<file path="config.mk">
export PLATFORM = sky130hd
export DESIGN_NAME = ssd_regs
export DESIGN_NICKNAME = d
export VERILOG_FILES = /design/src/ssd_pkg.sv /design/src/ssd_regs.sv
export SDC_FILE = /design/constraint.sdc
export NUM_CORES = 1
export LEC_CHECK = 0
export ABC_AREA = 1
export BUFFER_PORTS_ARGS = -buffer_cell sky130_fd_sc_hd__buf_2
export CAP_MARGIN = 15
export CORE_MARGIN = 5
export CORE_UTILIZATION = 52
export CTS_CLUSTER_SIZE = 25
export DETAILED_ROUTE_END_ITERATION = 6
export GPL_TIMING_DRIVEN = 0
export MAX_ROUTING_LAYER = met4
export PLACE_DENSITY = 0.88
export REMOVE_ABC_BUFFERS = 1
export SYNTH_ARGS = -nofsm -noshare
export SYNTH_HDL_FRONTEND = slang
export SYNTH_SLANG_ARGS = --single-unit
</file>
<file path="constraint.sdc">
create_clock -name clock -period 1.9 [get_ports clock]
set_input_delay 0.285 -clock clock [delete_from_list [all_inputs] [get_ports clock]]
set_output_delay 0.285 -clock clock [all_outputs]
set_load 0.05 [all_outputs]
</file>
<file path="src/ssd_pkg.sv">
// Purpose: constants and carriers for the second synthesizer divider register bank
// Assumes: AXI4-Lite register access, 32-bit data, one byte register per aligned word
// Notes:   printed offsets are not all multiples of four, so they are indices (byte addr = 4 * index)
package ssd_pkg;

  // ==========================================================================
  // register indices and byte address width
  localparam logic [7:0] IDX_CONTROL_ONE  = 8'h48;
  localparam logic [7:0] IDX_INT_DIV_HIGH = 8'h49;
  localparam logic [7:0] IDX_INT_DIV_LOW  = 8'h4a;
  localparam logic [7:0] IDX_NUMER_HIGH   = 8'h4b;
  localparam logic [7:0] IDX_NUMER_MID    = 8'h4c;
  localparam logic [7:0] IDX_NUMER_LOW    = 8'h4d;
  localparam logic [7:0] IDX_DENOM_HIGH   = 8'h4e;
  localparam logic [7:0] IDX_DENOM_MID    = 8'h4f;
  localparam logic [7:0] IDX_DENOM_LOW    = 8'h50;
  localparam int         ADDR_W           = 10;
  localparam int         IDX_LSB          = 2;

  // ==========================================================================
  // reset values
  localparam logic [3:0]  RST_PUMP_GAIN   = 4'h8;
  localparam logic        RST_DOUBLER_EN  = 1'b1;
  localparam logic        RST_CTRL_RSVD   = 1'b0;
  localparam logic [11:0] RST_INT_DIVIDER = 12'h064;
  localparam logic [21:0] RST_FRAC        = 22'h000000;

  // ==========================================================================
  // field layout of the control register
  localparam int PUMP_LSB    = 0;
  localparam int DOUBLER_BIT = 4;
  localparam int CTRL_RSVD   = 5;

  // ==========================================================================
  // pump current in units of 0.1 mA
  localparam logic [3:0] PUMP_CODE_MAX_STEP = 4'h7;
  localparam logic [3:0] PUMP_CODE_HIGH     = 4'h8;
  localparam logic [6:0] PUMP_STEP_TENTHS   = 7'h04;
  localparam logic [6:0] PUMP_HIGH_TENTHS   = 7'h40;

  localparam logic [1:0] RESP_OKAY   = 2'h0;
  localparam logic [1:0] RESP_SLVERR = 2'h2;

  typedef enum logic [1:0] {
    SSD_WR_IDLE = 2'b00,
    SSD_WR_RESP = 2'b01
  } ssd_wr_state_t;

  typedef struct packed {
    logic        ctrlRsvd;
    logic        secondary_ref_doubler_en;
    logic [3:0]  second_synth_pump_gain;
    logic [11:0] second_synth_int_divider;
    logic [21:0] second_synth_frac_numer;
    logic [21:0] second_synth_frac_denom;
  } ssd_cfg_t;

endpackage

</file>
<file path="src/ssd_regs.sv">
// Purpose: AXI4-Lite register bank for the second fractional-N synthesizer
// Assumes: single clock, one write and one read outstanding at a time
// Notes:   byte registers in bits 7:0 of each word, upper bits read zero
//          decoded pump current and divide ratio trail the config by one cycle
//          a write is taken only once both address and data have been held
//          pump current output counts in tenths of a milliamp
//
// Functional notes
// - doubler enable bit drives doubler, resets one
// - pump gain code selects current, reset eight
// - twelve-bit divider, zero and one divide one
// - upper divider register holds bits eleven to eight
// - lower divider byte resets to one hundred
// - numerator 22 bits over three registers
// - denominator 22 bits over three registers
`timescale 1ns/1ps
`default_nettype none
module ssd_regs
  import ssd_pkg::*;
(
  input  wire logic                    clock,
  input  wire logic                    rst_n,
  input  wire logic [ssd_pkg::ADDR_W-1:0] awaddr,
  input  wire logic                    awvalid,
  output logic                         awready,
  input  wire logic [31:0]             wdata,
  input  wire logic [3:0]              wstrb,
  input  wire logic                    wvalid,
  output logic                         wready,
  output logic [1:0]                   bresp,
  output logic                         bvalid,
  input  wire logic                    bready,
  input  wire logic [ssd_pkg::ADDR_W-1:0] araddr,
  input  wire logic                    arvalid,
  output logic                         arready,
  output logic [31:0]                  rdata,
  output logic [1:0]                   rresp,
  output logic                         rvalid,
  input  wire logic                    rready,
  output logic                         secondaryRefDoublerEn,
  output logic [3:0]                   secondSynthPumpGain,
  output logic [6:0]                   pumpCurrentTenthsMa,
  output logic [11:0]                  secondSynthIntDivider,
  output logic [11:0]                  divideRatio,
  output logic [21:0]                  secondSynthFracNumer,
  output logic [21:0]                  secondSynthFracDenom
);
  import ssd_pkg::*;

  // ==========================================================================
  // write channel
  // stored image of all nine registers
  ssd_cfg_t      cfg, next_cfg;
  ssd_wr_state_t wrState, next_wrState;
  logic          awHeld, next_awHeld;
  logic          wHeld, next_wHeld;
  logic [7:0]    awIdx, next_awIdx;
  logic [7:0]    wByte, next_wByte;
  logic          wLane, next_wLane;
  logic [1:0]    next_bresp;
  logic          doWrite;
  logic          hit;

  // each ready stays low while its own half is held or a response waits
  assign awready = (wrState == SSD_WR_IDLE) && !awHeld;
  assign wready  = (wrState == SSD_WR_IDLE) && !wHeld;
  assign bvalid  = (wrState == SSD_WR_RESP);

  // address and data are latched separately so either may arrive first
  always_comb begin
    next_awHeld  = awHeld;
    next_wHeld   = wHeld;
    next_awIdx   = awIdx;
    next_wByte   = wByte;
    next_wLane   = wLane;
    next_wrState = wrState;
    next_bresp   = bresp;
    next_cfg     = cfg;
    doWrite      = 1'b0;
    hit          = 1'b0;
    if (awvalid && awready) begin
      next_awHeld = 1'b1;
      next_awIdx  = awaddr[ssd_pkg::ADDR_W-1:IDX_LSB];
    end
    if (wvalid && wready) begin
      next_wHeld = 1'b1;
      next_wByte = wdata[7:0];
      next_wLane = wstrb[0];
    end
    // the response waits for bready before the next address is taken
    case (wrState)
      SSD_WR_IDLE: begin
        doWrite = next_awHeld && next_wHeld;
      end
      SSD_WR_RESP: begin
        if (bready) begin
          next_wrState = SSD_WR_IDLE;
        end
      end
      default: begin
        next_wrState = SSD_WR_IDLE;
      end
    endcase
    if (doWrite) begin
      next_awHeld  = 1'b0;
      next_wHeld   = 1'b0;
      next_wrState = SSD_WR_RESP;
      hit          = 1'b1;
      // only byte lane 0 carries register bits; reserved bits are dropped except control bit 5, which is stored
      if (next_wLane) begin
        case (next_awIdx)
          IDX_CONTROL_ONE: begin
            next_cfg.ctrlRsvd                 = next_wByte[CTRL_RSVD];
            next_cfg.secondary_ref_doubler_en = next_wByte[DOUBLER_BIT];
            next_cfg.second_synth_pump_gain   = next_wByte[PUMP_LSB +: 4];
          end
          IDX_INT_DIV_HIGH: begin
            // upper nibble is reserved and never stored
            next_cfg.second_synth_int_divider[11:8] = next_wByte[3:0];
          end
          IDX_INT_DIV_LOW: begin
            next_cfg.second_synth_int_divider[7:0] = next_wByte;
          end
          IDX_NUMER_HIGH: begin
            next_cfg.second_synth_frac_numer[21:16] = next_wByte[5:0];
          end
          IDX_NUMER_MID: begin
            next_cfg.second_synth_frac_numer[15:8] = next_wByte;
          end
          IDX_NUMER_LOW: begin
            next_cfg.second_synth_frac_numer[7:0] = next_wByte;
          end
          IDX_DENOM_HIGH: begin
            next_cfg.second_synth_frac_denom[21:16] = next_wByte[5:0];
          end
          IDX_DENOM_MID: begin
            next_cfg.second_synth_frac_denom[15:8] = next_wByte;
          end
          IDX_DENOM_LOW: begin
            next_cfg.second_synth_frac_denom[7:0] = next_wByte;
          end
          default: begin
            hit = 1'b0;
          end
        endcase
      end else begin
        // lane 0 off: nothing stored, mapped places still answer okay
        hit = (next_awIdx >= IDX_CONTROL_ONE) && (next_awIdx <= IDX_DENOM_LOW);
      end
      next_bresp = hit ? RESP_OKAY : RESP_SLVERR;
    end
  end

  always_ff @(posedge clock or negedge rst_n) begin
    if (!rst_n) begin
      wrState <= SSD_WR_IDLE;
      awHeld  <= 1'b0;
      wHeld   <= 1'b0;
      awIdx   <= 8'h00;
      wByte   <= 8'h00;
      wLane   <= 1'b0;
      bresp   <= RESP_OKAY;
      // reset values double as the power-up defaults
      cfg.ctrlRsvd                 <= RST_CTRL_RSVD;
      cfg.secondary_ref_doubler_en <= RST_DOUBLER_EN;
      cfg.second_synth_pump_gain   <= RST_PUMP_GAIN;
      cfg.second_synth_int_divider <= RST_INT_DIVIDER;
      cfg.second_synth_frac_numer  <= RST_FRAC;
      cfg.second_synth_frac_denom  <= RST_FRAC;
    end else begin
      wrState <= next_wrState;
      awHeld  <= next_awHeld;
      wHeld   <= next_wHeld;
      awIdx   <= next_awIdx;
      wByte   <= next_wByte;
      wLane   <= next_wLane;
      bresp   <= next_bresp;
      cfg     <= next_cfg;
    end
  end

  // ==========================================================================
  // read channel
  logic [31:0] next_rdata;
  logic [1:0]  next_rresp;
  logic        next_rvalid;
  logic [7:0]  rdByte;
  logic        rdHit;
  logic [7:0]  arIdx;

  // one read in flight: a new address waits until the answer is taken
  assign arready = !rvalid;
  assign arIdx   = araddr[ssd_pkg::ADDR_W-1:IDX_LSB];

  always_comb begin
    rdByte = 8'h00;
    rdHit  = 1'b1;
    // reserved positions are left at zero, except control bit 5, which reads back as stored
    case (arIdx)
      IDX_CONTROL_ONE: begin
        rdByte[CTRL_RSVD]    = cfg.ctrlRsvd;
        rdByte[DOUBLER_BIT]  = cfg.secondary_ref_doubler_en;
        rdByte[PUMP_LSB +: 4] = cfg.second_synth_pump_gain;
      end
      IDX_INT_DIV_HIGH: begin
        rdByte[3:0] = cfg.second_synth_int_divider[11:8];
      end
      IDX_INT_DIV_LOW: begin
        rdByte = cfg.second_synth_int_divider[7:0];
      end
      IDX_NUMER_HIGH: begin
        rdByte[5:0] = cfg.second_synth_frac_numer[21:16];
      end
      IDX_NUMER_MID: begin
        rdByte = cfg.second_synth_frac_numer[15:8];
      end
      IDX_NUMER_LOW: begin
        rdByte = cfg.second_synth_frac_numer[7:0];
      end
      IDX_DENOM_HIGH: begin
        rdByte[5:0] = cfg.second_synth_frac_denom[21:16];
      end
      IDX_DENOM_MID: begin
        rdByte = cfg.second_synth_frac_denom[15:8];
      end
      IDX_DENOM_LOW: begin
        rdByte = cfg.second_synth_frac_denom[7:0];
      end
      default: begin
        // unmapped indices answer slverr with zero data
        rdHit = 1'b0;
      end
    endcase
    next_rdata  = rdata;
    next_rresp  = rresp;
    next_rvalid = rvalid;
    if (rvalid && rready) begin
      next_rvalid = 1'b0;
    end
    if (arvalid && arready) begin
      next_rvalid = 1'b1;
      next_rdata  = {24'h000000, rdByte};
      next_rresp  = rdHit ? RESP_OKAY : RESP_SLVERR;
    end
  end

  // the answer stands until rready, so rdata never moves under the master
  always_ff @(posedge clock or negedge rst_n) begin
    if (!rst_n) begin
      rdata  <= 32'h00000000;
      rresp  <= RESP_OKAY;
      rvalid <= 1'b0;
    end else begin
      rdata  <= next_rdata;
      rresp  <= next_rresp;
      rvalid <= next_rvalid;
    end
  end

  // ==========================================================================
  // decoded controls toward the analog synthesizer
  logic [6:0]  next_pump;
  logic [11:0] next_ratio;

  always_comb begin
    next_pump = 7'h00;
    // codes 0 and 9 to 15 are unassigned, so the pump is held off
    if (cfg.second_synth_pump_gain == PUMP_CODE_HIGH) begin
      next_pump = PUMP_HIGH_TENTHS;
    end else if (cfg.second_synth_pump_gain <= PUMP_CODE_MAX_STEP) begin
      next_pump = 7'(cfg.second_synth_pump_gain * PUMP_STEP_TENTHS);
    end
  end

  always_comb begin
    // zero cannot divide, so it behaves as one
    next_ratio = (cfg.second_synth_int_divider == 12'h000) ? 12'h001
                                                           : cfg.second_synth_int_divider;
  end

  // registered so the analog controls change on one clean edge
  always_ff @(posedge clock or negedge rst_n) begin
    if (!rst_n) begin
      pumpCurrentTenthsMa <= PUMP_HIGH_TENTHS;
      divideRatio         <= RST_INT_DIVIDER;
    end else begin
      pumpCurrentTenthsMa <= next_pump;
      divideRatio         <= next_ratio;
    end
  end

  // ==========================================================================
  // raw configuration toward the synthesizer
  assign secondaryRefDoublerEn = cfg.secondary_ref_doubler_en;
  assign secondSynthPumpGain   = cfg.second_synth_pump_gain;
  assign secondSynthIntDivider = cfg.second_synth_int_divider;
  assign secondSynthFracNumer  = cfg.second_synth_frac_numer;
  assign secondSynthFracDenom  = cfg.second_synth_frac_denom;

endmodule
`default_nettype wire

</file>
==> metrics.txt <==
status finished, violations left; failing checks hold timing, setup timing; Post-route DRC 0; drt initial violations 472; PnR worst setup slack -0.0342 ns; CTS Buffer Depth 2; Pwr per Cell Area 1340 nW/µm²; IO Count 184; H-Tree Depth 3; CP Max Fanout 12; crit path DAT 2.15 ns; Least-Margin Pin Slew 0.743 ns; area leader, netlist dfrtp_1; gr usage total 0.221; layout cells sized above 1 0.371; FF-to-FF path depth 11; Max transition margin 0.505; MaxCap Viol Count 0; most frequent cells in the layout nand2_1 (168), buf_2 (123), dfrtp_1 (99); Worst Skew 0.00857 ns; CTS tree built; initial antenna violation count 0; Reg2Reg Setup Slack -0.03 ns; number of global-route vias before repair 4310; GR Overflow Total 0; clock slew at reported path FFs 0.08 ns; Crit path required time 2.11 ns; gp weighted congestion 0.889; Syn Inst Count 697; Final Hold Violating Endpoints 10; post-layout min period 1.93 ns; CTS Sinks 110; reg2reg end secondSynthFracDenom[18]$_DFFE_PN0P_; maximum VDD drop 1.14 mV; hold_buf cts 0; Cell Area, Synth 5870 µm²; RSZ-0062 raised after global routing true; Die X 116 µm; die height 116 µm; first-pass iteration count of the detailed router 5; FMAX 0.517 GHz; die area 13500 µm²; num rows 38; Wirelength per Cell 17.4 µm; CTS Buf Count 9; Max Slew Vio Count 0; drt total wl 15900 µm; YS warnings 0; FF-to-FF Start wrState[0]$_DFFE_PN0P_; post-route insts no fill 918; post-route ant nets 0; Vias per Instance 5.43; top cells by area in the synthesized netlist dfrtp_1 (43%), nand2_1 (12%), buf_4 (12%), nand3_1 (5.5%), dfstp_2 (4.0%); Leakage 0.00367 µW; register bit total from synthesis 110; port buffer count 124; nets 836; hold slack -0.0191 ns; Setup TNS -0.165 ns; Syn Area/Cell 8.43 µm²; total vias in the final route 4986; Core ar. 10900 µm²; antenna cells 0; Initial Util 0.537; Seq/Total Area, Yosys 0.471; largest net degree at the start of global routing 59; Hold Path Class input pin to asynchronous set/reset pin; commonest non-fill, non-tap cell in the layout nand2_1; Area Overhead vs Synth 17.2%; CP Launch Type flop; fin crit share 1.02; final setup fails 14; first-pass GRT wire length 22500 µm; DP HPWL 10200 µm; Synth cell types 32; Synth top area share 0.430; CP Capture Type flop; CTS root buf clkbuf_16; Inst Count DP 868; critical path type flop to flop; Skew-Pair Late Insertion Delay 0.36 ns
metrics by stage:
stage / hold WS (ns) / power (µW) / utilization / worst slack (ns) / instance area [µm²]
2_1_floorplan: -0.0106 / 5450 / - / -1.06 / 5120
3_3_place_gp: 0.387 / 6190 / 0.541 / -1.43 / 5910
3_5_place_dp: 0.388 / 6290 / 0.545 / -0.565 / 5960
4_1_cts: 0.00903 / 8360 / 0.586 / -0.0126 / 6410
5_1_grt: 0.0614 / 9640 / 0.630 / -0.132 / 6880
6_report: -0.0191 / 9200 / 0.630 / -0.0342 / 6880
state kept, by name (all words and copies together), names as in the netlist, 4 cells and up:
| register | flops |
|---|---|
| awIdx | 8 |
| divideRatio | 12 |
| pumpCurrentTenthsMa | 5 |
| rdata | 8 |
| secondSynthFracDenom | 22 |
| secondSynthFracNumer | 22 |
| secondSynthIntDivider | 12 |
| secondSynthPumpGain | 4 |
| wByte | 8 |
area by class of cell:
| type | count | area, µm² |
|---|---|---|
| fill | 883 | 4050 |
| timing repair buffer | 154 | 937 |
| clock buffer | 9 | 225 |
| sequential | 110 | 2770 |
| clock inverter | 7 | 65.1 |
| inverter | 39 | 164 |
| tap | 140 | 175 |
| multi-input combinational | 459 | 2550 |
per-layer routing:
metal	GRT usage	part of all wire	routed length, µm	vias up
met5	-	0	0	-
met4	0.0526	0.026	416	0
met3	0.0544	0.11	1790	39
met2	0.342	0.48	7710	279
met1	0.294	0.38	6010	2383
li1	-	-	-	2285
synth_stat cells, drive strengths merged:
master,number
nand2,214
clkbuf,22
buf,101
nor3,6
dfstp,9
a31o,1
nand3,69
nand4,9
nand3b,5
and2,8
dfrtp,101
a21oi,3
nor4,3
o311ai,1
nor2,48
o21ai,57
inv,39
conb,1
worst max path at each step:
| stage | depth (start not counted) | startpoint | endpoint | slack, ns |
|---|---|---|---|---|
| finish | 11 | wrState[0]$_DFFE_PN0P_ | secondSynthFracDenom[18]$_DFFE_PN0P_ | -0.03 |
| global route | 11 | wrState[0]$_DFFE_PN0P_ | secondSynthFracDenom[18]$_DFFE_PN0P_ | -0.13 |
| CTS | 9 | wrState[0]$_DFFE_PN0P_ | secondSynthIntDivider[0]$_DFFE_PN0P_ | -0.01 |
| detailed placement | 9 | wrState[0]$_DFFE_PN0P_ | secondSynthFracNumer[18]$_DFFE_PN0P_ | -0.56 |
| global placement | 12 | araddr[6] | rdata[2]$_DFFE_PN0P_ | -1.43 |
| floorplan | 9 | wrState[0]$_DFFE_PN0P_ | secondSynthFracNumer[16]$_DFFE_PN0P_ | -1.06 |
cells by family (layout without fill, tap and decap cells):
kind of cell	after synthesis	after routing	share of synthesized area
AOI/OAI and AO/OA	62	62	0.0682
and+or+nand+nor	362	368	0.289
buffers and inverters	162	209	0.172
other	1	29	0.000639
DFF	110	110	0.471
critical path: stages, from the launching register on:
cell     delay (ns)
dfrtp_2        0.48
buf_12         0.15
nor2_4         0.16
nand2_4        0.11
nand2_4        0.11
nand2_4        0.07
inv_8          0.09
nand2_4        0.08
nor2_8         0.25
nand2_8        0.12
nand2_1        0.10
o21ai_1        0.07
what timing repair did:
action                                  in CTS  in global routing
endpoints found under the setup margin      71                 71
pin swaps                                    5                 18
buffers inserted                             5                 23
gates resized for setup                     25                 55
gates cloned                                 1                  5
report_power, final:
| group | internal [µW] | leakage, µW | switching [µW] |
|---|---|---|---|
| registers | 2760 | 0.00144 | 290 |
| clock network | 918 | 0.000144 | 930 |
| logic | 1220 | 0.00208 | 3080 |
Power figures use the tool's default switching activity.
